<file path="config.mk">
export PLATFORM = sky130hd
export DESIGN_NAME = ocds_flag_bank
export DESIGN_NICKNAME = d
export VERILOG_FILES = /design/src/hw/ocds_flag_bank.v /design/src/hw/ocds_flag_cell.v /design/src/hw/ocds_irq_unit.v
export VERILOG_INCLUDE_DIRS = /design/src /design/src/hw
export SDC_FILE = /design/constraint.sdc
export NUM_CORES = 1
export LEC_CHECK = 0
export BUFFER_PORTS_ARGS = -buffer_cell sky130_fd_sc_hd__buf_4
export CAP_MARGIN = 25
export CORE_MARGIN = 2
export CORE_UTILIZATION = 50
export CTS_CLUSTER_DIAMETER = 30
export DETAILED_ROUTE_END_ITERATION = 6
export PLACE_DENSITY = 0.73
export SYNTH_ARGS = -nofsm -noshare
export SYNTH_HDL_FRONTEND = slang
export SYNTH_SLANG_ARGS = --single-unit
export TNS_END_PERCENT = 30
</file>
<file path="constraint.sdc">
create_clock -name sys_clk -period 1.62 [get_ports sys_clk]
set_input_delay 0.243 -clock sys_clk [delete_from_list [all_inputs] [get_ports sys_clk]]
set_output_delay 0.243 -clock sys_clk [all_outputs]
set_load 0.02 [all_outputs]
</file>
<file path="src/hw/ocds_consts.vh">
`ifndef OCDS_CONSTS_VH
`define OCDS_CONSTS_VH

// Register byte offsets
`define OCDS_OFS_FLAGS 8'h00
`define OCDS_OFS_IRQ_STAT 8'h04
`define OCDS_OFS_IRQ_MASK 8'h08
`define OCDS_OFS_LIVE 8'h0C
`define OCDS_OFS_UPD_CNT 8'h10

// Reset values
`define OCDS_FLAGS_RST 32'h00000000
`define OCDS_IRQ_STAT_RST 32'h00000000
`define OCDS_IRQ_MASK_RST 32'h00000000
`define OCDS_UPD_CNT_RST 16'h0000
`define OCDS_RDATA_RST 32'h00000000

// Implemented flag bits; bit 31 is reserved
`define OCDS_USED_MASK 32'h7FFFFFFF
`define OCDS_B_RESERVED 31

// Flag bit positions
`define OCDS_B_AC_SWELL 30
`define OCDS_B_BC_SWELL 29
`define OCDS_B_AB_SWELL 28
`define OCDS_B_AC_DIP 27
`define OCDS_B_BC_DIP 26
`define OCDS_B_AB_DIP 25
`define OCDS_B_VOLTAGE_CHANNEL_SUM_SWELL 24
`define OCDS_B_AUX_SWELL_LO 18
`define OCDS_B_PHC_I_SWELL 17
`define OCDS_B_PHC_V_SWELL 16
`define OCDS_B_PHB_I_SWELL 15
`define OCDS_B_PHB_V_SWELL 14
`define OCDS_B_PHA_I_SWELL 13
`define OCDS_B_PHA_V_SWELL 12
`define OCDS_B_AUX_DIP_LO 6
`define OCDS_B_PHC_I_DIP 5
`define OCDS_B_PHC_V_DIP 4
`define OCDS_B_PHB_I_DIP 3
`define OCDS_B_PHB_V_DIP 2
`define OCDS_B_PHA_I_DIP 1
`define OCDS_B_PHA_V_DIP 0

`endif

</file>
<file path="src/hw/ocds_flag_bank.v">
`timescale 1ns/1ps
`include "ocds_consts.vh"

module ocds_flag_bank (
    // Clock and reset
    input wire sys_clk,
    input wire reset,
    // Register port
    input wire [7:0] reg_addr,
    input wire [31:0] reg_wdata,
    input wire reg_wr,
    input wire reg_rd,
    // One-cycle RMS update strobe
    input wire one_cycle_rms_update,
    // Line-to-line voltage conditions
    input wire ac_line_swell,
    input wire bc_line_swell,
    input wire ab_line_swell,
    input wire ac_line_dip,
    input wire bc_line_dip,
    input wire ab_line_dip,
    // Voltage channel sum condition
    input wire voltage_sum_swell,
    // Auxiliary channel conditions, index is channel number
    input wire [5:0] aux_swell,
    input wire [5:0] aux_dip,
    // Phase swell conditions
    input wire phc_current_swell,
    input wire phc_voltage_swell,
    input wire phb_current_swell,
    input wire phb_voltage_swell,
    input wire pha_current_swell,
    input wire pha_voltage_swell,
    // Phase dip conditions
    input wire phc_current_dip,
    input wire phc_voltage_dip,
    input wire phb_current_dip,
    input wire phb_voltage_dip,
    input wire pha_current_dip,
    input wire pha_voltage_dip,
    // Register read data and flag view
    output reg [31:0] reg_rdata,
    output wire [31:0] one_cycle_dip_swell_flags,
    // Interrupt
    output wire irq
);

    wire [31:0] cond;
    wire [31:0] flags;
    wire [31:0] w1c;
    wire [31:0] irq_status;
    wire [31:0] rise;
    wire sel_flags;
    wire sel_stat;
    wire sel_mask;
    wire sel_live;
    wire sel_cnt;
    wire stat_rd_clear;
    reg [31:0] flags_d;
    reg [31:0] irq_mask;
    reg [15:0] upd_cnt;
    reg [31:0] next_rdata;

    // Condition vector assembled in register order
    assign cond[`OCDS_B_RESERVED] = 1'b0;
    assign cond[`OCDS_B_AC_SWELL] = ac_line_swell;
    assign cond[`OCDS_B_BC_SWELL] = bc_line_swell;
    assign cond[`OCDS_B_AB_SWELL] = ab_line_swell;
    assign cond[`OCDS_B_AC_DIP] = ac_line_dip;
    assign cond[`OCDS_B_BC_DIP] = bc_line_dip;
    assign cond[`OCDS_B_AB_DIP] = ab_line_dip;
    assign cond[`OCDS_B_VOLTAGE_CHANNEL_SUM_SWELL] = voltage_sum_swell;
    assign cond[`OCDS_B_AUX_SWELL_LO+5:`OCDS_B_AUX_SWELL_LO] = aux_swell;
    assign cond[`OCDS_B_PHC_I_SWELL] = phc_current_swell;
    assign cond[`OCDS_B_PHC_V_SWELL] = phc_voltage_swell;
    assign cond[`OCDS_B_PHB_I_SWELL] = phb_current_swell;
    assign cond[`OCDS_B_PHB_V_SWELL] = phb_voltage_swell;
    assign cond[`OCDS_B_PHA_I_SWELL] = pha_current_swell;
    assign cond[`OCDS_B_PHA_V_SWELL] = pha_voltage_swell;
    assign cond[`OCDS_B_AUX_DIP_LO+5:`OCDS_B_AUX_DIP_LO] = aux_dip;
    assign cond[`OCDS_B_PHC_I_DIP] = phc_current_dip;
    assign cond[`OCDS_B_PHC_V_DIP] = phc_voltage_dip;
    assign cond[`OCDS_B_PHB_I_DIP] = phb_current_dip;
    assign cond[`OCDS_B_PHB_V_DIP] = phb_voltage_dip;
    assign cond[`OCDS_B_PHA_I_DIP] = pha_current_dip;
    assign cond[`OCDS_B_PHA_V_DIP] = pha_voltage_dip;

    // Address decode
    assign sel_flags = (reg_addr == `OCDS_OFS_FLAGS);
    assign sel_stat = (reg_addr == `OCDS_OFS_IRQ_STAT);
    assign sel_mask = (reg_addr == `OCDS_OFS_IRQ_MASK);
    assign sel_live = (reg_addr == `OCDS_OFS_LIVE);
    assign sel_cnt = (reg_addr == `OCDS_OFS_UPD_CNT);

    // Write-one-to-clear strobes, reserved bit never cleared or set
    assign w1c = (reg_wr && sel_flags) ? (reg_wdata & `OCDS_USED_MASK) : 32'h00000000;

    // Flags only rise at an RMS update, so a cleared flag stays low until then
    // Line-to-line voltage flags
    ocds_flag_cell u_ac_swell (
        .sys_clk(sys_clk), .reset(reset), .update(one_cycle_rms_update),
        .cond(cond[`OCDS_B_AC_SWELL]), .clear(w1c[`OCDS_B_AC_SWELL]),
        .flag(flags[`OCDS_B_AC_SWELL])
    );
    ocds_flag_cell u_bc_swell (
        .sys_clk(sys_clk), .reset(reset), .update(one_cycle_rms_update),
        .cond(cond[`OCDS_B_BC_SWELL]), .clear(w1c[`OCDS_B_BC_SWELL]),
        .flag(flags[`OCDS_B_BC_SWELL])
    );
    ocds_flag_cell u_ab_swell (
        .sys_clk(sys_clk), .reset(reset), .update(one_cycle_rms_update),
        .cond(cond[`OCDS_B_AB_SWELL]), .clear(w1c[`OCDS_B_AB_SWELL]),
        .flag(flags[`OCDS_B_AB_SWELL])
    );
    ocds_flag_cell u_ac_dip (
        .sys_clk(sys_clk), .reset(reset), .update(one_cycle_rms_update),
        .cond(cond[`OCDS_B_AC_DIP]), .clear(w1c[`OCDS_B_AC_DIP]),
        .flag(flags[`OCDS_B_AC_DIP])
    );
    ocds_flag_cell u_bc_dip (
        .sys_clk(sys_clk), .reset(reset), .update(one_cycle_rms_update),
        .cond(cond[`OCDS_B_BC_DIP]), .clear(w1c[`OCDS_B_BC_DIP]),
        .flag(flags[`OCDS_B_BC_DIP])
    );
    ocds_flag_cell u_ab_dip (
        .sys_clk(sys_clk), .reset(reset), .update(one_cycle_rms_update),
        .cond(cond[`OCDS_B_AB_DIP]), .clear(w1c[`OCDS_B_AB_DIP]),
        .flag(flags[`OCDS_B_AB_DIP])
    );

    // Summed voltage and auxiliary swell flags
    ocds_flag_cell u_voltage_channel_sum_swell (
        .sys_clk(sys_clk), .reset(reset), .update(one_cycle_rms_update),
        .cond(cond[`OCDS_B_VOLTAGE_CHANNEL_SUM_SWELL]), .clear(w1c[`OCDS_B_VOLTAGE_CHANNEL_SUM_SWELL]),
        .flag(flags[`OCDS_B_VOLTAGE_CHANNEL_SUM_SWELL])
    );
    ocds_flag_cell u_aux5_swell (
        .sys_clk(sys_clk), .reset(reset), .update(one_cycle_rms_update),
        .cond(cond[`OCDS_B_AUX_SWELL_LO+5]), .clear(w1c[`OCDS_B_AUX_SWELL_LO+5]),
        .flag(flags[`OCDS_B_AUX_SWELL_LO+5])
    );
    ocds_flag_cell u_aux4_swell (
        .sys_clk(sys_clk), .reset(reset), .update(one_cycle_rms_update),
        .cond(cond[`OCDS_B_AUX_SWELL_LO+4]), .clear(w1c[`OCDS_B_AUX_SWELL_LO+4]),
        .flag(flags[`OCDS_B_AUX_SWELL_LO+4])
    );
    ocds_flag_cell u_aux3_swell (
        .sys_clk(sys_clk), .reset(reset), .update(one_cycle_rms_update),
        .cond(cond[`OCDS_B_AUX_SWELL_LO+3]), .clear(w1c[`OCDS_B_AUX_SWELL_LO+3]),
        .flag(flags[`OCDS_B_AUX_SWELL_LO+3])
    );
    ocds_flag_cell u_aux2_swell (
        .sys_clk(sys_clk), .reset(reset), .update(one_cycle_rms_update),
        .cond(cond[`OCDS_B_AUX_SWELL_LO+2]), .clear(w1c[`OCDS_B_AUX_SWELL_LO+2]),
        .flag(flags[`OCDS_B_AUX_SWELL_LO+2])
    );
    ocds_flag_cell u_aux1_swell (
        .sys_clk(sys_clk), .reset(reset), .update(one_cycle_rms_update),
        .cond(cond[`OCDS_B_AUX_SWELL_LO+1]), .clear(w1c[`OCDS_B_AUX_SWELL_LO+1]),
        .flag(flags[`OCDS_B_AUX_SWELL_LO+1])
    );
    ocds_flag_cell u_aux0_swell (
        .sys_clk(sys_clk), .reset(reset), .update(one_cycle_rms_update),
        .cond(cond[`OCDS_B_AUX_SWELL_LO]), .clear(w1c[`OCDS_B_AUX_SWELL_LO]),
        .flag(flags[`OCDS_B_AUX_SWELL_LO])
    );

    // Phase swell flags
    ocds_flag_cell u_phc_i_swell (
        .sys_clk(sys_clk), .reset(reset), .update(one_cycle_rms_update),
        .cond(cond[`OCDS_B_PHC_I_SWELL]), .clear(w1c[`OCDS_B_PHC_I_SWELL]),
        .flag(flags[`OCDS_B_PHC_I_SWELL])
    );
    ocds_flag_cell u_phc_v_swell (
        .sys_clk(sys_clk), .reset(reset), .update(one_cycle_rms_update),
        .cond(cond[`OCDS_B_PHC_V_SWELL]), .clear(w1c[`OCDS_B_PHC_V_SWELL]),
        .flag(flags[`OCDS_B_PHC_V_SWELL])
    );
    ocds_flag_cell u_phb_i_swell (
        .sys_clk(sys_clk), .reset(reset), .update(one_cycle_rms_update),
        .cond(cond[`OCDS_B_PHB_I_SWELL]), .clear(w1c[`OCDS_B_PHB_I_SWELL]),
        .flag(flags[`OCDS_B_PHB_I_SWELL])
    );
    ocds_flag_cell u_phb_v_swell (
        .sys_clk(sys_clk), .reset(reset), .update(one_cycle_rms_update),
        .cond(cond[`OCDS_B_PHB_V_SWELL]), .clear(w1c[`OCDS_B_PHB_V_SWELL]),
        .flag(flags[`OCDS_B_PHB_V_SWELL])
    );
    ocds_flag_cell u_pha_i_swell (
        .sys_clk(sys_clk), .reset(reset), .update(one_cycle_rms_update),
        .cond(cond[`OCDS_B_PHA_I_SWELL]), .clear(w1c[`OCDS_B_PHA_I_SWELL]),
        .flag(flags[`OCDS_B_PHA_I_SWELL])
    );
    ocds_flag_cell u_pha_v_swell (
        .sys_clk(sys_clk), .reset(reset), .update(one_cycle_rms_update),
        .cond(cond[`OCDS_B_PHA_V_SWELL]), .clear(w1c[`OCDS_B_PHA_V_SWELL]),
        .flag(flags[`OCDS_B_PHA_V_SWELL])
    );

    // Auxiliary and phase dip flags
    ocds_flag_cell u_aux5_dip (
        .sys_clk(sys_clk), .reset(reset), .update(one_cycle_rms_update),
        .cond(cond[`OCDS_B_AUX_DIP_LO+5]), .clear(w1c[`OCDS_B_AUX_DIP_LO+5]),
        .flag(flags[`OCDS_B_AUX_DIP_LO+5])
    );
    ocds_flag_cell u_aux4_dip (
        .sys_clk(sys_clk), .reset(reset), .update(one_cycle_rms_update),
        .cond(cond[`OCDS_B_AUX_DIP_LO+4]), .clear(w1c[`OCDS_B_AUX_DIP_LO+4]),
        .flag(flags[`OCDS_B_AUX_DIP_LO+4])
    );
    ocds_flag_cell u_aux3_dip (
        .sys_clk(sys_clk), .reset(reset), .update(one_cycle_rms_update),
        .cond(cond[`OCDS_B_AUX_DIP_LO+3]), .clear(w1c[`OCDS_B_AUX_DIP_LO+3]),
        .flag(flags[`OCDS_B_AUX_DIP_LO+3])
    );
    ocds_flag_cell u_aux2_dip (
        .sys_clk(sys_clk), .reset(reset), .update(one_cycle_rms_update),
        .cond(cond[`OCDS_B_AUX_DIP_LO+2]), .clear(w1c[`OCDS_B_AUX_DIP_LO+2]),
        .flag(flags[`OCDS_B_AUX_DIP_LO+2])
    );
    ocds_flag_cell u_aux1_dip (
        .sys_clk(sys_clk), .reset(reset), .update(one_cycle_rms_update),
        .cond(cond[`OCDS_B_AUX_DIP_LO+1]), .clear(w1c[`OCDS_B_AUX_DIP_LO+1]),
        .flag(flags[`OCDS_B_AUX_DIP_LO+1])
    );
    ocds_flag_cell u_aux0_dip (
        .sys_clk(sys_clk), .reset(reset), .update(one_cycle_rms_update),
        .cond(cond[`OCDS_B_AUX_DIP_LO]), .clear(w1c[`OCDS_B_AUX_DIP_LO]),
        .flag(flags[`OCDS_B_AUX_DIP_LO])
    );
    ocds_flag_cell u_phc_i_dip (
        .sys_clk(sys_clk), .reset(reset), .update(one_cycle_rms_update),
        .cond(cond[`OCDS_B_PHC_I_DIP]), .clear(w1c[`OCDS_B_PHC_I_DIP]),
        .flag(flags[`OCDS_B_PHC_I_DIP])
    );
    ocds_flag_cell u_phc_v_dip (
        .sys_clk(sys_clk), .reset(reset), .update(one_cycle_rms_update),
        .cond(cond[`OCDS_B_PHC_V_DIP]), .clear(w1c[`OCDS_B_PHC_V_DIP]),
        .flag(flags[`OCDS_B_PHC_V_DIP])
    );
    ocds_flag_cell u_phb_i_dip (
        .sys_clk(sys_clk), .reset(reset), .update(one_cycle_rms_update),
        .cond(cond[`OCDS_B_PHB_I_DIP]), .clear(w1c[`OCDS_B_PHB_I_DIP]),
        .flag(flags[`OCDS_B_PHB_I_DIP])
    );
    ocds_flag_cell u_phb_v_dip (
        .sys_clk(sys_clk), .reset(reset), .update(one_cycle_rms_update),
        .cond(cond[`OCDS_B_PHB_V_DIP]), .clear(w1c[`OCDS_B_PHB_V_DIP]),
        .flag(flags[`OCDS_B_PHB_V_DIP])
    );
    ocds_flag_cell u_pha_i_dip (
        .sys_clk(sys_clk), .reset(reset), .update(one_cycle_rms_update),
        .cond(cond[`OCDS_B_PHA_I_DIP]), .clear(w1c[`OCDS_B_PHA_I_DIP]),
        .flag(flags[`OCDS_B_PHA_I_DIP])
    );
    ocds_flag_cell u_pha_v_dip (
        .sys_clk(sys_clk), .reset(reset), .update(one_cycle_rms_update),
        .cond(cond[`OCDS_B_PHA_V_DIP]), .clear(w1c[`OCDS_B_PHA_V_DIP]),
        .flag(flags[`OCDS_B_PHA_V_DIP])
    );

    assign flags[`OCDS_B_RESERVED] = 1'b0;
    assign one_cycle_dip_swell_flags = flags;

    // Flag rise detection feeds the sticky interrupt status
    always @(posedge sys_clk) begin
        if (reset) begin
            flags_d <= `OCDS_FLAGS_RST;
        end else begin
            flags_d <= flags;
        end
    end

    assign rise = flags & ~flags_d;

    assign stat_rd_clear = reg_rd && sel_stat;

    ocds_irq_unit #(
        .WIDTH(32)
    ) u_irq (
        .sys_clk(sys_clk),
        .reset(reset),
        .event_set(rise),
        .rd_clear(stat_rd_clear),
        .mask(irq_mask),
        .status(irq_status),
        .irq(irq)
    );

    // Mask register and update counter
    always @(posedge sys_clk) begin
        if (reset) begin
            irq_mask <= `OCDS_IRQ_MASK_RST;
        end else if (reg_wr && sel_mask) begin
            irq_mask <= reg_wdata & `OCDS_USED_MASK;
        end
    end

    // Counter wraps; software compares two reads to see fresh RMS results
    always @(posedge sys_clk) begin
        if (reset) begin
            upd_cnt <= `OCDS_UPD_CNT_RST;
        end else if (one_cycle_rms_update) begin
            upd_cnt <= upd_cnt + 16'h0001;
        end
    end

    // Read mux, unmapped offsets read zero
    always @* begin
        next_rdata = 32'h00000000;
        if (sel_flags) begin
            next_rdata = flags;
        end else if (sel_stat) begin
            next_rdata = irq_status;
        end else if (sel_mask) begin
            next_rdata = irq_mask;
        end else if (sel_live) begin
            next_rdata = cond;
        end else if (sel_cnt) begin
            next_rdata = {16'h0000, upd_cnt};
        end
    end

    // Data stands only in the cycle after the read strobe
    always @(posedge sys_clk) begin
        if (reset) begin
            reg_rdata <= `OCDS_RDATA_RST;
        end else if (reg_rd) begin
            reg_rdata <= next_rdata;
        end else begin
            reg_rdata <= 32'h00000000;
        end
    end

endmodule // ocds_flag_bank

</file>
<file path="src/hw/ocds_flag_cell.v">
`timescale 1ns/1ps
module ocds_flag_cell (
    // Clock and reset
    input wire sys_clk,
    input wire reset,
    // Condition side
    input wire update,
    input wire cond,
    // Software side
    input wire clear,
    // Flag
    output reg flag
);

    // An update that still sees the condition wins over a clear in the same cycle
    always @(posedge sys_clk) begin
        if (reset) begin
            flag <= 1'b0;
        end else if (update) begin
            flag <= cond;
        end else if (clear) begin
            flag <= 1'b0;
        end
    end

endmodule // ocds_flag_cell

</file>
<file path="src/hw/ocds_irq_unit.v">
`timescale 1ns/1ps
module ocds_irq_unit #(
    parameter WIDTH = 32
) (
    // Clock and reset
    input wire sys_clk,
    input wire reset,
    // Events and control
    input wire [WIDTH-1:0] event_set,
    input wire rd_clear,
    input wire [WIDTH-1:0] mask,
    // Status and interrupt
    output reg [WIDTH-1:0] status,
    output wire irq
);

    // Set wins over the read clear so that no event is lost
    always @(posedge sys_clk) begin
        if (reset) begin
            status <= {WIDTH{1'b0}};
        end else if (rd_clear) begin
            status <= event_set;
        end else begin
            status <= status | event_set;
        end
    end

    assign irq = |(status & mask);

endmodule // ocds_irq_unit

</file>
-- After elaboration in Yosys (flattened, before gate mapping)
Cells that the tools add are included.
- register bits: 174
- logic and storage cells: 155
- bits in read-only memories: 0
- memories: 0
- latch bits: 0
- input port bits: 76
- RAM bits: 0
- output and inout port bits: 65
- magnitude comparators: 0
- reduce and logical (&&, ||, !) cells: 38
- $mul: 0
- bitwise gates (word level): 5
- eq/ne operators: 4
- mux-type cells: 69
- add/sub/neg operators: 1
- shift-type cells: 0
- divide/modulo/power cells: 0
- operator list (cell ; number):
    $mux W31 ; 4
    $mux W32 ; 2
    $mux W1 ; 62
    $reduce_bool A2 Y1 ; 31
    $and A31 B32 Y32 ; 1
    $and A32 B31 Y32 ; 1
    $not A32 Y32 ; 1
    $or A32 B32 Y32 ; 1
    $reduce_or A32 Y1 ; 1
    $add A16 B1 Y16 const B ; 1
    $eq A8 B4 Y1 const B ; 2
    $mux W16 ; 1
    $eq A8 B3 Y1 const B ; 1
    $eq A8 B5 Y1 const B ; 1
    $logic_not A8 Y1 ; 1
    $logic_and A1 B1 Y1 ; 3
    $reduce_or A3 Y1 ; 1
    $reduce_or A2 Y1 ; 1
    $not A1 Y1 ; 1

-- Depth between registers and ports, before layout
Gate-level depths: netlist of run 1.
- depth in word-level cells: 6
- gate-level depth with buffers: 7
- gate-level depth less buffers: 5

-- Cells and area by module
Synthesis of run 1 repeated with hierarchy kept, for this count alone.
- cell total of the unflattened synthesis: 868
- area total of the unflattened synthesis: 7542.2 um^2
- by module, submodules not included (module ; cells an instance ; sequential area each (um^2) ; area an instance (um^2) ; times used):
    ocds_flag_bank ; 620 ; 2202.1 ; 5268.8 ; 1
    ocds_flag_cell ; 4 ; 20.0 ; 37.5 ; 31
    ocds_irq_unit ; 124 ; 640.6 ; 1109.8 ; 1

-- Worst setup path after synthesis of run 1
OpenSTA, ideal clock, no wires.
- kind: reg-to-output
- start point: reg u_irq.status[24]
- end point: out irq
- cell stages (with the launch flop): 5
- path buffers: 0
- path slack: -0.048 ns
- arrival time: 1.425 ns
- required time: 1.377 ns
- cells stage by stage: dfxtp_1 -> a22o_1 -> a221oi_1 -> nand3_1 -> or4_1
- word-level cells in the longest chain between the ends: 2
- RTL lines (item ; line ; RTL):
    start: declaration ; ocds_irq_unit.v:13 ; output reg [WIDTH-1:0] status,
    start signal: assignment ; ocds_irq_unit.v:20 ; status <= {WIDTH{1'b0}};
    start signal: assignment ; ocds_irq_unit.v:22 ; status <= event_set;
    start signal: assignment ; ocds_irq_unit.v:24 ; status <= status | event_set;
    $and A32 B31 Y32 ; ocds_irq_unit.v:28 ; assign irq = |(status & mask);
    $reduce_or A32 Y1 ; ocds_irq_unit.v:28 ;
    end: declaration ; ocds_flag_bank.v:45 ; output wire irq
Every way passes these cells.

-- Worst setup path in the final report of run 1
- start point: reg irq_mask[11]
- end point: out irq
- word-level cells in the longest chain between the ends: 2
- RTL lines (item ; line ; RTL):
    start: declaration ; ocds_flag_bank.v:60 ; reg [31:0] irq_mask;
    start signal: assignment ; ocds_flag_bank.v:293 ; irq_mask <= `OCDS_IRQ_MASK_RST;
    start signal: assignment ; ocds_flag_bank.v:295 ; irq_mask <= reg_wdata & `OCDS_USED_MASK;
    $and A32 B31 Y32 ; ocds_irq_unit.v:28 ;
    $reduce_or A32 Y1 ; ocds_irq_unit.v:28 ;
Every way passes these cells.

==> results of run 1 <==
-- cells by family (layout without fill, tap and decap cells) --
| kind of cell | after synthesis | after routing | share of synthesized area, % |
|---|---|---|---|
| simple gates | 244 | 244 | 14.5 |
| compound gates | 209 | 209 | 21.7 |
| flops | 171 | 171 | 47.4 |
| buf+inv | 157 | 321 | 10.4 |
| mux | 32 | 32 | 4.43 |
| xor+xnor | 12 | 12 | 1.45 |
| fa+ha+maj | 1 | 1 | 0.173 |
| other cells | 1 | 2 | 0.0519 |
-- worst max-delay path: cells and delay by family (launching register included) --
kind | cells | cell delay [ps]
AND/OR/NAND/NOR | 2 | 610
flip-flops | 1 | 310
buffers and inverters | 2 | 330
AO/OA/AOI/OAI | 1 | 330
-- area by class of cell --
type / count / area [um2]
inverter: 65 / 244
timing repair buffer: 224 / 1800
clock buffer: 25 / 505
fill: 1190 / 4600
clock inverter: 7 / 110
sequential: 171 / 3420
tap: 180 / 225
multi-input combinational: 500 / 3090
-- power by group --
part / switching, mW / internal, mW
clock network: 1.62 / 2.62
logic: 0.495 / 0.448
registers: 0.0984 / 4.34
total: 2.22 / 7.41
-- metrics by stage --
step / area (um2) / hold slack, ps / instances / utilization [%] / setup TNS [ps]
after global placement: 8760 / 448 / 1140 / 62.6 / -1810
after global routing: 9390 / 66.8 / 1172 / 67.1 / -681
after CTS: 9380 / 63.9 / 1172 / 67.1 / -632
after detailed placement: 8760 / 457 / 1140 / 62.6 / -3070
after floorplan: 7240 / 379 / 828 / - / 0
final: 9390 / 74.4 / 1172 / 67.1 / -616
-- cell usage in the layout, fill, tap and decap left out, drive strengths merged, types with 4 or more instances in the layout --
| master | Yosys | routed |
|---|---|---|
| a21oi | 65 | 65 |
| a2111oi | 19 | 19 |
| xnor2 | 9 | 9 |
| a22o | 32 | 32 |
| o22ai | 16 | 16 |
| clkbuf | 33 | 25 |
| nand2 | 115 | 115 |
| nand4 | 7 | 7 |
| dfxtp | 171 | 171 |
| clkinv | 0 | 4 |
| a211o | 31 | 31 |
| buf | 59 | 224 |
| nor3 | 17 | 17 |
| nor2 | 79 | 79 |
| o22a | 12 | 12 |
| inv | 65 | 65 |
| nor4 | 6 | 6 |
| a22oi | 28 | 28 |
| nand3 | 7 | 7 |
| mux2i | 32 | 32 |
-- timing repair --
item / in CTS / in global routing
resized for setup: 2 / 2
pin swaps: 1 / 0
endpoints found under the setup margin: 1 / 4
-- cell usage after synthesis, types with 4 or more instances --
library cell / number / area, um2
clkbuf_1: 32 / 120
nor3_1: 17 / 85.1
nand4_1: 7 / 43.8
buf_4: 35 / 263
o22ai_1: 16 / 100
a21oi_1: 65 / 325
nor2_1: 79 / 297
mux2i_1: 32 / 320
nand2_1: 115 / 432
a22oi_1: 28 / 210
a2111oi_0: 5 / 43.8
a211o_1: 31 / 272
nor4_1: 4 / 25.0
buf_1: 7 / 26.3
dfxtp_1: 171 / 3420
nand3_1: 7 / 35.0
inv_1: 65 / 244
a2111oi_2: 10 / 150
a22o_1: 32 / 280
xnor2_1: 9 / 78.8
a2111oi_1: 4 / 40.0
buf_2: 16 / 80.1
o22a_1: 12 / 105
-- layer usage --
metal / up-vias / share of wire (%)
met5: - / 0
met2: 278 / 46
li1: 3132 / -
met1: 3131 / 44
met4: 0 / 2.2
met3: 38 / 7.5
-- worst min-delay path by stage --
stage                  startpoint               end  depth (start not counted)
CTS                 reg_wdata[28]      irq_mask[28]                          3
finish              reg_wdata[21]      irq_mask[21]                          3
floorplan            reg_wdata[0]       irq_mask[0]                          2
detailed placement     flags_d[1]   u_irq.status[1]                          2
global placement      flags_d[28]  u_irq.status[28]                          2
global route        reg_wdata[20]      irq_mask[20]                          3
-- flip-flops by register name (all words and copies together), names as in the netlist, 16 cells and up --
register and count:
flags_d 31, upd_cnt 16, reg_rdata 31, irq_mask 31, u_irq.status 31
==> impl_metrics.xml, run 1 <==
<?xml version="1.0" encoding="UTF-8"?>
<metrics>
  <group name="setup_path">
    <metric name="source_of_the_worst_register_to_register_timing_path" unit="">upd_cnt[1]</metric>
    <metric name="cp_data_required_time" unit="ps">1380</metric>
    <metric name="r2r.worst_path.cells" unit="">4</metric>
    <metric name="critical_path.max_stage_delay" unit="ps">540</metric>
    <metric name="endpoint" unit="">irq</metric>
    <metric name="worstSetupPathType" unit="">flip-flop to output port</metric>
    <metric name="worst_setup_path_start_kind" unit="">flip-flop</metric>
    <metric name="timing.reg2reg.setup_slack" unit="ps">110</metric>
    <metric name="worstSetupStartpoint" unit="">irq_mask[11]</metric>
    <metric name="cp_cell_instances" unit="">a222oi_1, buf_4, nand3_1, or4_4, buf_6</metric>
    <metric name="cp_max_fo" unit="">2</metric>
    <metric name="crit_path_end_kind" unit="">output port</metric>
    <metric name="r2r-end" unit="">upd_cnt[5]</metric>
    <metric name="cp.arrival" unit="ps">1990</metric>
    <metric name="slowest_stage" unit="">or4_4</metric>
  </group>
  <group name="clock_tree">
    <metric name="h-tree-depth" unit="">4</metric>
    <metric name="clock_tree.buffer_depth" unit="">2</metric>
    <metric name="cts.root.buffer_cell" unit="">clkbuf_16</metric>
    <metric name="total_clock_buffers_created_by_cts" unit="">17</metric>
    <metric name="post_cts_hold_buffer_count" unit="">0</metric>
    <metric name="clkSlewWorstSetupHoldPaths" unit="ps">60</metric>
    <metric name="cts_num_sinks" unit="">171</metric>
    <metric name="post_cts.repair.setup_buffers" unit="">0</metric>
    <metric name="cts_tree" unit="">built</metric>
    <metric name="clk-insertion-delay-late" unit="ps">430</metric>
  </group>
  <group name="pwr">
    <metric name="pwr_density_cell" unit="nW/um2">1030</metric>
    <metric name="report.power.total" unit="mW">9.63</metric>
    <metric name="vdd_ir_drop_max" unit="mV">0.652</metric>
    <metric name="power_leakage" unit="nW">3.94</metric>
  </group>
  <group name="routing">
    <metric name="routed_wire_length_per_instance" unit="um">17.9</metric>
    <metric name="drt-initial-drc-count" unit="">576</metric>
    <metric name="antenna_violating_nets_post_route" unit="">0</metric>
    <metric name="routed_wl" unit="um">21000</metric>
    <metric name="pre_repair_dr_iteration_count" unit="">5</metric>
    <metric name="via_per_inst" unit="">5.61</metric>
    <metric name="drt_drc_violations_left" unit="">0</metric>
    <metric name="vias" unit="">6579</metric>
  </group>
  <group name="timing">
    <metric name="timing_limited_maximum_frequency" unit="MHz">447</metric>
    <metric name="timing_hold_violations_final" unit="">0</metric>
    <metric name="grt_setup_unrepaired" unit="">yes</metric>
    <metric name="setup_ws" unit="ps">-616</metric>
    <metric name="final.setup_skew" unit="ps">6.18</metric>
    <metric name="fin_crit_sh" unit="%">138</metric>
    <metric name="slew_viol_final" unit="">0</metric>
    <metric name="finalSetupViolCount" unit="">1</metric>
    <metric name="final.min_clock_period" unit="ps">2240</metric>
  </group>
  <group name="global_route">
    <metric name="grt_pass1_wl" unit="um">33300</metric>
    <metric name="grt_use_total" unit="%">26.8</metric>
    <metric name="global_route.usage.met3" unit="%">5.16</metric>
    <metric name="gr-total-overflow" unit="">0</metric>
    <metric name="grt_pass1_vias" unit="">6380</metric>
    <metric name="grt_util_met1" unit="%">36.9</metric>
    <metric name="grt_max_degree" unit="">67</metric>
    <metric name="grt-busiest-layer" unit="">met2</metric>
    <metric name="globalRouteMet2Util" unit="%">41.8</metric>
    <metric name="antenna_found_initial" unit="">0</metric>
  </group>
  <group name="synth">
    <metric name="synth_area_per_cell" unit="um2">8.74</metric>
    <metric name="synth_async_sr_flop_share" unit="%">0</metric>
    <metric name="synth_flop_cell" unit="">dfxtp_1</metric>
    <metric name="synthesis.area" unit="um2">7230</metric>
    <metric name="number_of_synthesized_flops_with_an_enable_pin" unit="">0</metric>
    <metric name="synthCells" unit="">827</metric>
    <metric name="post_synth_num_cell_types" unit="">40</metric>
    <metric name="yosysWarningCount" unit="">0</metric>
    <metric name="ys_seq_elements" unit="">171</metric>
    <metric name="seq_area_frac_synth" unit="%">47.4</metric>
  </group>
  <group name="layout">
    <metric name="area_growth" unit="%">29.9</metric>
    <metric name="proportion_of_layout_cells_with_a_drive_suffix_above_1" unit="%">27.3</metric>
    <metric name="ant_diodes" unit="">0</metric>
    <metric name="nets" unit="">1056</metric>
  </group>
  <group name="place">
    <metric name="place_hpwl" unit="um">14100</metric>
    <metric name="portBuffers" unit="">137</metric>
    <metric name="dp_worst_setup_slack" unit="ps">-271</metric>
    <metric name="globalplace.congestion" unit="">0.878</metric>
  </group>
  <group name="floorplanning">
    <metric name="initial_core_util" unit="%">51.7</metric>
    <metric name="fp.coreArea" unit="um2">14000</metric>
    <metric name="rows" unit="">43</metric>
    <metric name="chipHeight" unit="um">124</metric>
    <metric name="ioPinCount" unit="">141</metric>
    <metric name="die-area" unit="um2">15400</metric>
    <metric name="chip_width" unit="um">124</metric>
  </group>
  <group name="run_status">
    <metric name="run_status" unit="">complete, but fails checks</metric>
    <metric name="failed_checks" unit="">negative setup slack</metric>
  </group>
  <group name="job">
    <metric name="max_cap_viol_count" unit="">0</metric>
  </group>
  <group name="hold_path">
    <metric name="hp-class" unit="">primary input to flip-flop</metric>
  </group>
</metrics>
Power figures use the tool's default switching activity.
==> inputs of run 2 (changes only) <==
--- a/config.mk
+++ b/config.mk
@@ -17,3 +17,3 @@
 export SYNTH_HDL_FRONTEND = slang
 export SYNTH_SLANG_ARGS = --single-unit
-export TNS_END_PERCENT = 30
+export TNS_END_PERCENT = 100
==> constraint.sdc (replaced) <==
create_clock -name sys_clk -period 2.1 [get_ports sys_clk]
set_input_delay 0.315 -clock sys_clk [delete_from_list [all_inputs] [get_ports sys_clk]]
set_output_delay 0.315 -clock sys_clk [all_outputs]
set_load 0.01 [all_outputs]
==> impl_metrics.xml, run 2 (same netlist as run 1, synthesis figures left out) <==
<?xml version="1.0" encoding="UTF-8"?>
<metrics>
  <group name="run_status">
    <metric name="run_status" unit="">complete, but fails checks</metric>
    <metric name="failed_checks" unit="">negative setup slack</metric>
  </group>
  <group name="timing">
    <metric name="grt_setup_unrepaired" unit="">yes</metric>
    <metric name="finalSetupViolCount" unit="">1</metric>
    <metric name="timing_hold_violations_final" unit="">0</metric>
    <metric name="timing.hold.ws" unit="ps">150</metric>
    <metric name="setup_ws" unit="ps">-243</metric>
    <metric name="worst_pin_slew" unit="ps">510</metric>
    <metric name="fin_crit_sh" unit="%">112</metric>
    <metric name="timing_limited_maximum_frequency" unit="MHz">427</metric>
    <metric name="slew_headroom" unit="%">66.0</metric>
    <metric name="slew_viol_final" unit="">0</metric>
    <metric name="final.min_clock_period" unit="ps">2340</metric>
    <metric name="final.setup_skew" unit="ps">5.53</metric>
  </group>
  <group name="setup_path">
    <metric name="crit_cells" unit="">4</metric>
    <metric name="timing.reg2reg.setup_slack" unit="ps">530</metric>
    <metric name="cp_cell_instances" unit="">a222oi_1, nand3_1, or4_1, buf_4</metric>
    <metric name="critical_path.max_stage_delay" unit="ps">520</metric>
    <metric name="timing.critical_path.buf_inv" unit="">1</metric>
    <metric name="slowest_stage" unit="">or4_1</metric>
    <metric name="worstSetupPathType" unit="">flip-flop to output port</metric>
    <metric name="source_of_the_worst_register_to_register_timing_path" unit="">upd_cnt[4]</metric>
    <metric name="crit_path_end_kind" unit="">output port</metric>
    <metric name="r2r.worst_path.cells" unit="">4</metric>
    <metric name="cp.arrival" unit="ps">2030</metric>
    <metric name="worstSetupStartpoint" unit="">irq_mask[11]</metric>
    <metric name="r2r-end" unit="">upd_cnt[13]</metric>
    <metric name="largest_delay_contributor_family_on_the_critical_path" unit="">simple AND/OR/NAND/NOR gates</metric>
    <metric name="worst_setup_path_start_kind" unit="">flip-flop</metric>
    <metric name="endpoint" unit="">irq</metric>
    <metric name="cp_max_fo" unit="">3</metric>
    <metric name="cp_data_required_time" unit="ps">1780</metric>
  </group>
  <group name="layout">
    <metric name="proportion_of_layout_cells_with_a_drive_suffix_above_1" unit="%">22.0</metric>
    <metric name="nFillCells" unit="">1236</metric>
    <metric name="ant_diodes" unit="">0</metric>
    <metric name="final_common_cell" unit="">dfxtp_1</metric>
    <metric name="final_cell_count_no_fill" unit="">1106</metric>
    <metric name="nets" unit="">991</metric>
    <metric name="area_growth" unit="%">21.7</metric>
    <metric name="commonest_cells_after_routing_fill_and_taps_aside" unit="">170 x dfxtp_1, 155 x buf_4, 115 x nand2_1</metric>
  </group>
  <group name="global_route">
    <metric name="grt_max_degree" unit="">65</metric>
    <metric name="antenna_found_initial" unit="">0</metric>
    <metric name="grt_pass1_wl" unit="um">31300</metric>
    <metric name="grt_pass1_vias" unit="">5939</metric>
    <metric name="gr-total-overflow" unit="">0</metric>
    <metric name="grt_use_total" unit="%">25.3</metric>
  </group>
  <group name="floorplanning">
    <metric name="die-area" unit="um2">15400</metric>
    <metric name="chipHeight" unit="um">124</metric>
    <metric name="ioPinCount" unit="">141</metric>
    <metric name="rows" unit="">43</metric>
    <metric name="initial_core_util" unit="%">51.7</metric>
    <metric name="chip_width" unit="um">124</metric>
    <metric name="fp.coreArea" unit="um2">14000</metric>
  </group>
  <group name="place">
    <metric name="portBuffers" unit="">137</metric>
    <metric name="place_hpwl" unit="um">13100</metric>
    <metric name="dp_cells" unit="">1075</metric>
    <metric name="dp_worst_setup_slack" unit="ps">142</metric>
    <metric name="globalplace.congestion" unit="">0.859</metric>
  </group>
  <group name="clock_tree">
    <metric name="cts_tree" unit="">built</metric>
    <metric name="total_clock_buffers_created_by_cts" unit="">17</metric>
    <metric name="clock_tree.buffer_depth" unit="">2</metric>
    <metric name="cts.root.buffer_cell" unit="">clkbuf_16</metric>
    <metric name="clkSlewWorstSetupHoldPaths" unit="ps">60</metric>
    <metric name="clk-insertion-delay-late" unit="ps">420</metric>
    <metric name="cts_num_sinks" unit="">171</metric>
    <metric name="h-tree-depth" unit="">4</metric>
  </group>
  <group name="job">
    <metric name="max_cap_viol_count" unit="">0</metric>
  </group>
  <group name="pwr">
    <metric name="vdd_ir_drop_max" unit="mV">0.635</metric>
    <metric name="pwr_density_cell" unit="nW/um2">814</metric>
    <metric name="power_leakage" unit="nW">3.57</metric>
  </group>
  <group name="routing">
    <metric name="antenna_violating_nets_post_route" unit="">0</metric>
    <metric name="routed_wire_length_per_instance" unit="um">17.9</metric>
    <metric name="via_per_inst" unit="">5.66</metric>
    <metric name="drt_drc_violations_left" unit="">0</metric>
    <metric name="pre_repair_dr_iteration_count" unit="">5</metric>
    <metric name="drt-initial-drc-count" unit="">526</metric>
    <metric name="routed_wl" unit="um">19800</metric>
    <metric name="vias" unit="">6260</metric>
  </group>
  <group name="hold_path">
    <metric name="worstHoldStart" unit="">reg_wdata[6]</metric>
    <metric name="hp-class" unit="">primary input to flip-flop</metric>
  </group>
</metrics>
run 2: per-stage QoR:
stage / power (mW) / utilization (%) / setup TNS (ps) / cell area [um2]
after detailed placement: 4.11 / 58.6 / 0 / 8200
after floorplan: 3.86 / - / 0 / 7230
after global routing: 7.38 / 62.9 / -293 / 8800
final: 7.16 / 62.9 / -243 / 8800
after global placement: 4.10 / 58.6 / 0 / 8200
after CTS: 7.19 / 62.8 / -255 / 8790
run 2: worst register-to-register path, cell delays in order (launching register included):
cell and delay (ps):
dfxtp_1 420, nand4_1 360, nor4_1 440, xnor2_1 180, nor2_1 50
run 2: power breakdown:
part | switching [mW] | leakage [nW] | internal, mW | total (mW)
combinational | 0.322 | 1.89 | 0.292 | 0.614
clock | 1.21 | 0.292 | 1.90 | 3.11
sequential | 0.0900 | 1.39 | 3.35 | 3.44
run 2: what timing repair did:
action,4_1_cts,5_1_grt
setup endpoints to repair,1,1
setup buffers,0,0
pin swaps,1,0
hold buffers,0,0
gates resized for setup,0,2
run 2: area by class of cell:
class	instances	area [um2]	share of cell area, %
timing repair buffer	159	1240	14.1
clock buffer	24	502	5.70
clock inverter	7	87.6	0.995
sequential	171	3420	38.9
multi-input combinational	500	3070	34.9
inverter	65	244	2.77
tap	180	225	2.56
run 2: how the worst min path moves through the flow:
stage | endpoint | cells past startpoint
2_1_floorplan | u_irq.status[28] | 2
3_3_place_gp | u_irq.status[30] | 2
3_5_place_dp | u_irq.status[30] | 2
4_1_cts | irq_mask[5] | 3
5_1_grt | irq_mask[5] | 3
6_report | irq_mask[6] | 3
run 2: layer usage:
| metal | vias to the layer above | global-route usage, % | part of all wire, % |
|---|---|---|---|
| met5 | - | 0 | 0 |
| met4 | 0 | 7.80 | 1.3 |
| met3 | 22 | 5.16 | 7.7 |
| met2 | 275 | 39.3 | 46 |
| met1 | 2964 | 35.6 | 45 |
| li1 | 2999 | - | - |
==> inputs of run 3 (changes only) <==
- ABC_AREA: not set -> 1
- SLEW_MARGIN: not set -> 10
==> impl_metrics.xml, run 3 <==
<?xml version="1.0" encoding="UTF-8"?>
<metrics>
  <group name="setup_path">
    <metric name="cp_cell_instances" unit="">nand2_1, nand4_1, nor2_1, nand4_1, buf_4</metric>
    <metric name="crit_path_end_kind" unit="">output port</metric>
    <metric name="worstSetupStartpoint" unit="">u_irq.status[24]</metric>
    <metric name="worstSetupPathType" unit="">flip-flop to output port</metric>
    <metric name="critical_path.most_common_cell" unit="">nand4_1</metric>
    <metric name="source_of_the_worst_register_to_register_timing_path" unit="">upd_cnt[0]</metric>
    <metric name="worst_setup_path_start_kind" unit="">flip-flop</metric>
    <metric name="critical_path.max_stage_delay" unit="ps">330</metric>
    <metric name="cp_max_fo" unit="">3</metric>
    <metric name="cp.arrival" unit="ps">1550</metric>
    <metric name="cp_data_required_time" unit="ps">1780</metric>
    <metric name="slowest_stage" unit="">dfxtp_1</metric>
  </group>
  <group name="clock_tree">
    <metric name="clk-insertion-delay-late" unit="ps">430</metric>
    <metric name="clock_tree.buffer_depth" unit="">2</metric>
    <metric name="cts.root.buffer_cell" unit="">clkbuf_16</metric>
    <metric name="h-tree-depth" unit="">4</metric>
    <metric name="postCtsResizedCells" unit="">0</metric>
    <metric name="post_cts_hold_buffer_count" unit="">0</metric>
    <metric name="cts_num_sinks" unit="">171</metric>
    <metric name="post_cts.repair.setup_buffers" unit="">0</metric>
    <metric name="cts_tree" unit="">built</metric>
    <metric name="clkSlewWorstSetupHoldPaths" unit="ps">60</metric>
    <metric name="total_clock_buffers_created_by_cts" unit="">17</metric>
  </group>
  <group name="synth">
    <metric name="synth_area_per_cell" unit="um2">7.12</metric>
    <metric name="ys_top_cells_by_area" unit="">dfxtp_1 45%, nand3_1 11%, nor2_1 11%</metric>
    <metric name="synth_most_common_cell" unit="">nor2_1</metric>
    <metric name="synth_compound_gate_area_share" unit="%">10.8</metric>
    <metric name="yosys.area.top_type_share" unit="%">44.8</metric>
    <metric name="synth_async_sr_flop_share" unit="%">0</metric>
    <metric name="seq_area_frac_synth" unit="%">44.8</metric>
    <metric name="ys_seq_elements" unit="">171</metric>
    <metric name="synthesis.area" unit="um2">7640</metric>
    <metric name="largest_family_of_logic_cells_by_synthesized_area" unit="">simple AND/OR/NAND/NOR gates</metric>
    <metric name="synth_simple_gate_area_share" unit="%">32.7</metric>
    <metric name="post_synth_num_cell_types" unit="">33</metric>
    <metric name="synthCells" unit="">1073</metric>
    <metric name="yosysWarningCount" unit="">0</metric>
    <metric name="synth-adder-area-share" unit="%">0.164</metric>
    <metric name="synth-xor-area-share" unit="%">0.229</metric>
    <metric name="yosys.area.top_type" unit="">dfxtp_1</metric>
    <metric name="synth_flop_cell" unit="">dfxtp_1</metric>
    <metric name="synth_mux_area_share" unit="%">0</metric>
    <metric name="number_of_synthesized_flops_with_an_enable_pin" unit="">0</metric>
    <metric name="netlist_top_cells_count" unit="">221 x nor2_1, 172 x nand3_1, 171 x dfxtp_1, 123 x nand2_1, 68 x a21oi_1</metric>
  </group>
  <group name="global_route">
    <metric name="grt_pass1_wl" unit="um">33400</metric>
    <metric name="grt_pass1_vias" unit="">6617</metric>
    <metric name="grt_use_total" unit="%">26.0</metric>
    <metric name="gr-total-overflow" unit="">0</metric>
    <metric name="grt_max_degree" unit="">73</metric>
    <metric name="antenna_found_initial" unit="">0</metric>
  </group>
  <group name="pwr">
    <metric name="report.power.total" unit="mW">7.55</metric>
    <metric name="share_clk_of_total_power" unit="%">46.2</metric>
    <metric name="net_switching_power_of_the_design" unit="mW">1.71</metric>
    <metric name="power.internal" unit="mW">5.83</metric>
    <metric name="power.share.sequential" unit="%">45.8</metric>
    <metric name="power_leakage" unit="nW">4.05</metric>
    <metric name="p_comb_share" unit="%">7.9</metric>
    <metric name="vdd_ir_drop_max" unit="mV">0.605</metric>
    <metric name="pwr_density_cell" unit="nW/um2">829</metric>
    <metric name="netSwitchingFraction" unit="%">22.7</metric>
  </group>
  <group name="timing">
    <metric name="grt_setup_unrepaired" unit="">no</metric>
    <metric name="final.min_clock_period" unit="ps">1870</metric>
    <metric name="slew_headroom" unit="%">36.6</metric>
    <metric name="worst_pin_slew" unit="ps">949</metric>
    <metric name="setup_ws" unit="ps">233</metric>
    <metric name="final.setup_skew" unit="ps">7.03</metric>
    <metric name="finalSetupViolCount" unit="">0</metric>
    <metric name="fin_crit_sh" unit="%">88.9</metric>
    <metric name="slew_viol_final" unit="">0</metric>
    <metric name="timing_limited_maximum_frequency" unit="MHz">536</metric>
    <metric name="timing.setup.tns" unit="ps">0</metric>
    <metric name="timing_hold_violations_final" unit="">0</metric>
  </group>
  <group name="routing">
    <metric name="pre_repair_dr_iteration_count" unit="">5</metric>
    <metric name="drt-initial-drc-count" unit="">601</metric>
    <metric name="drt_drc_violations_left" unit="">0</metric>
    <metric name="via_per_inst" unit="">5.39</metric>
    <metric name="routed_wl" unit="um">20900</metric>
    <metric name="antenna_violating_nets_post_route" unit="">0</metric>
    <metric name="vias" unit="">7269</metric>
    <metric name="routed_wire_length_per_instance" unit="um">15.5</metric>
  </group>
  <group name="layout">
    <metric name="commonest_cells_after_routing_fill_and_taps_aside" unit="">220 x nor2_1, 172 x nand3_1, 171 x dfxtp_1</metric>
    <metric name="area_growth" unit="%">19.3</metric>
    <metric name="final_common_cell" unit="">nor2_1</metric>
    <metric name="ant_diodes" unit="">0</metric>
    <metric name="post-route-cell-area" unit="um2">9110</metric>
    <metric name="post-route-util" unit="%">60.4</metric>
    <metric name="proportion_of_layout_cells_with_a_drive_suffix_above_1" unit="%">17.4</metric>
    <metric name="nets" unit="">1227</metric>
  </group>
  <group name="floorplanning">
    <metric name="rows" unit="">45</metric>
    <metric name="ioPinCount" unit="">141</metric>
    <metric name="chipHeight" unit="um">128</metric>
    <metric name="fp.coreArea" unit="um2">15100</metric>
    <metric name="initial_core_util" unit="%">50.6</metric>
    <metric name="die-area" unit="um2">16300</metric>
    <metric name="chip_width" unit="um">128</metric>
  </group>
  <group name="place">
    <metric name="place_area" unit="um2">8460</metric>
    <metric name="dp_worst_setup_slack" unit="ps">268</metric>
    <metric name="globalplace.congestion" unit="">0.860</metric>
    <metric name="place_hpwl" unit="um">13300</metric>
    <metric name="portBuffers" unit="">137</metric>
  </group>
  <group name="job">
    <metric name="max_cap_viol_count" unit="">0</metric>
  </group>
  <group name="hold_path">
    <metric name="worstHoldStart" unit="">reg_wdata[5]</metric>
    <metric name="hp-class" unit="">primary input to flip-flop</metric>
  </group>
  <group name="run_status">
    <metric name="run_status" unit="">finished, final reports clean</metric>
  </group>
</metrics>
## run 3: area by class of cell
cell class,count,area (um2)
Clock buffer,18,429
Clock inverter,12,220
Fill cell,1452,5980
Inverter,59,225
Multi-Input combinational cell,743,3360
Sequential cell,171,3420
Tap cell,188,235
Timing Repair Buffer,158,1210
## run 3: per-layer routing
metal | GRT usage, % | part of all wire, % | vias up
met1 | 33.4 | 43 | 3319
li1 | - | - | 3646
met4 | 9.70 | 2.4 | 0
met5 | 0 | 0 | -
met2 | 43.0 | 48 | 272
met3 | 5.61 | 6.9 | 32
## run 3: worst max-delay path, delay by kind of cell (launching register included)
family,cells,cell delay [ps]
AND/OR/NAND/NOR,4,620
flip-flops,1,330
buffers and inverters,1,180
## run 3: kinds of logic after synthesis
logic type | after synthesis
AND/OR/NAND/NOR | 574
flip-flops | 171
AO/OA/AOI/OAI | 164
buffers and inverters | 160
XOR/XNOR | 2
adder cells (fa/ha/maj) | 1
other | 1
## run 3: through the flow
| stage | instances | hold WS, ps |
|---|---|---|
| 6_report | 1349 | 123 |
| 5_1_grt | 1349 | 113 |
| 4_1_cts | 1349 | 117 |
| 3_5_place_dp | 1319 | 469 |
| 3_3_place_gp | 1319 | 469 |
| 2_1_floorplan | 1074 | 448 |
## run 3: worst paths after layout
kind | end | slack, ps | cells after the start
max reg2reg | upd_cnt[14] | 640 | 8
min | irq_mask[5] | 120 | 3
min reg2reg | flags_d[6] | 480 | 2
max | irq | 230 | 5
## run 3: power groups by stage
| stage | registers (mW) | logic, mW | clock network [mW] |
|---|---|---|---|
| after floorplan | 3.50 | 0.381 | 0 |
| after global placement | 3.53 | 0.583 | 0 |
| after detailed placement | 3.53 | 0.593 | 0 |
| after CTS | 3.46 | 0.596 | 3.52 |
| after global routing | 3.47 | 0.663 | 3.69 |
| final | 3.46 | 0.598 | 3.49 |
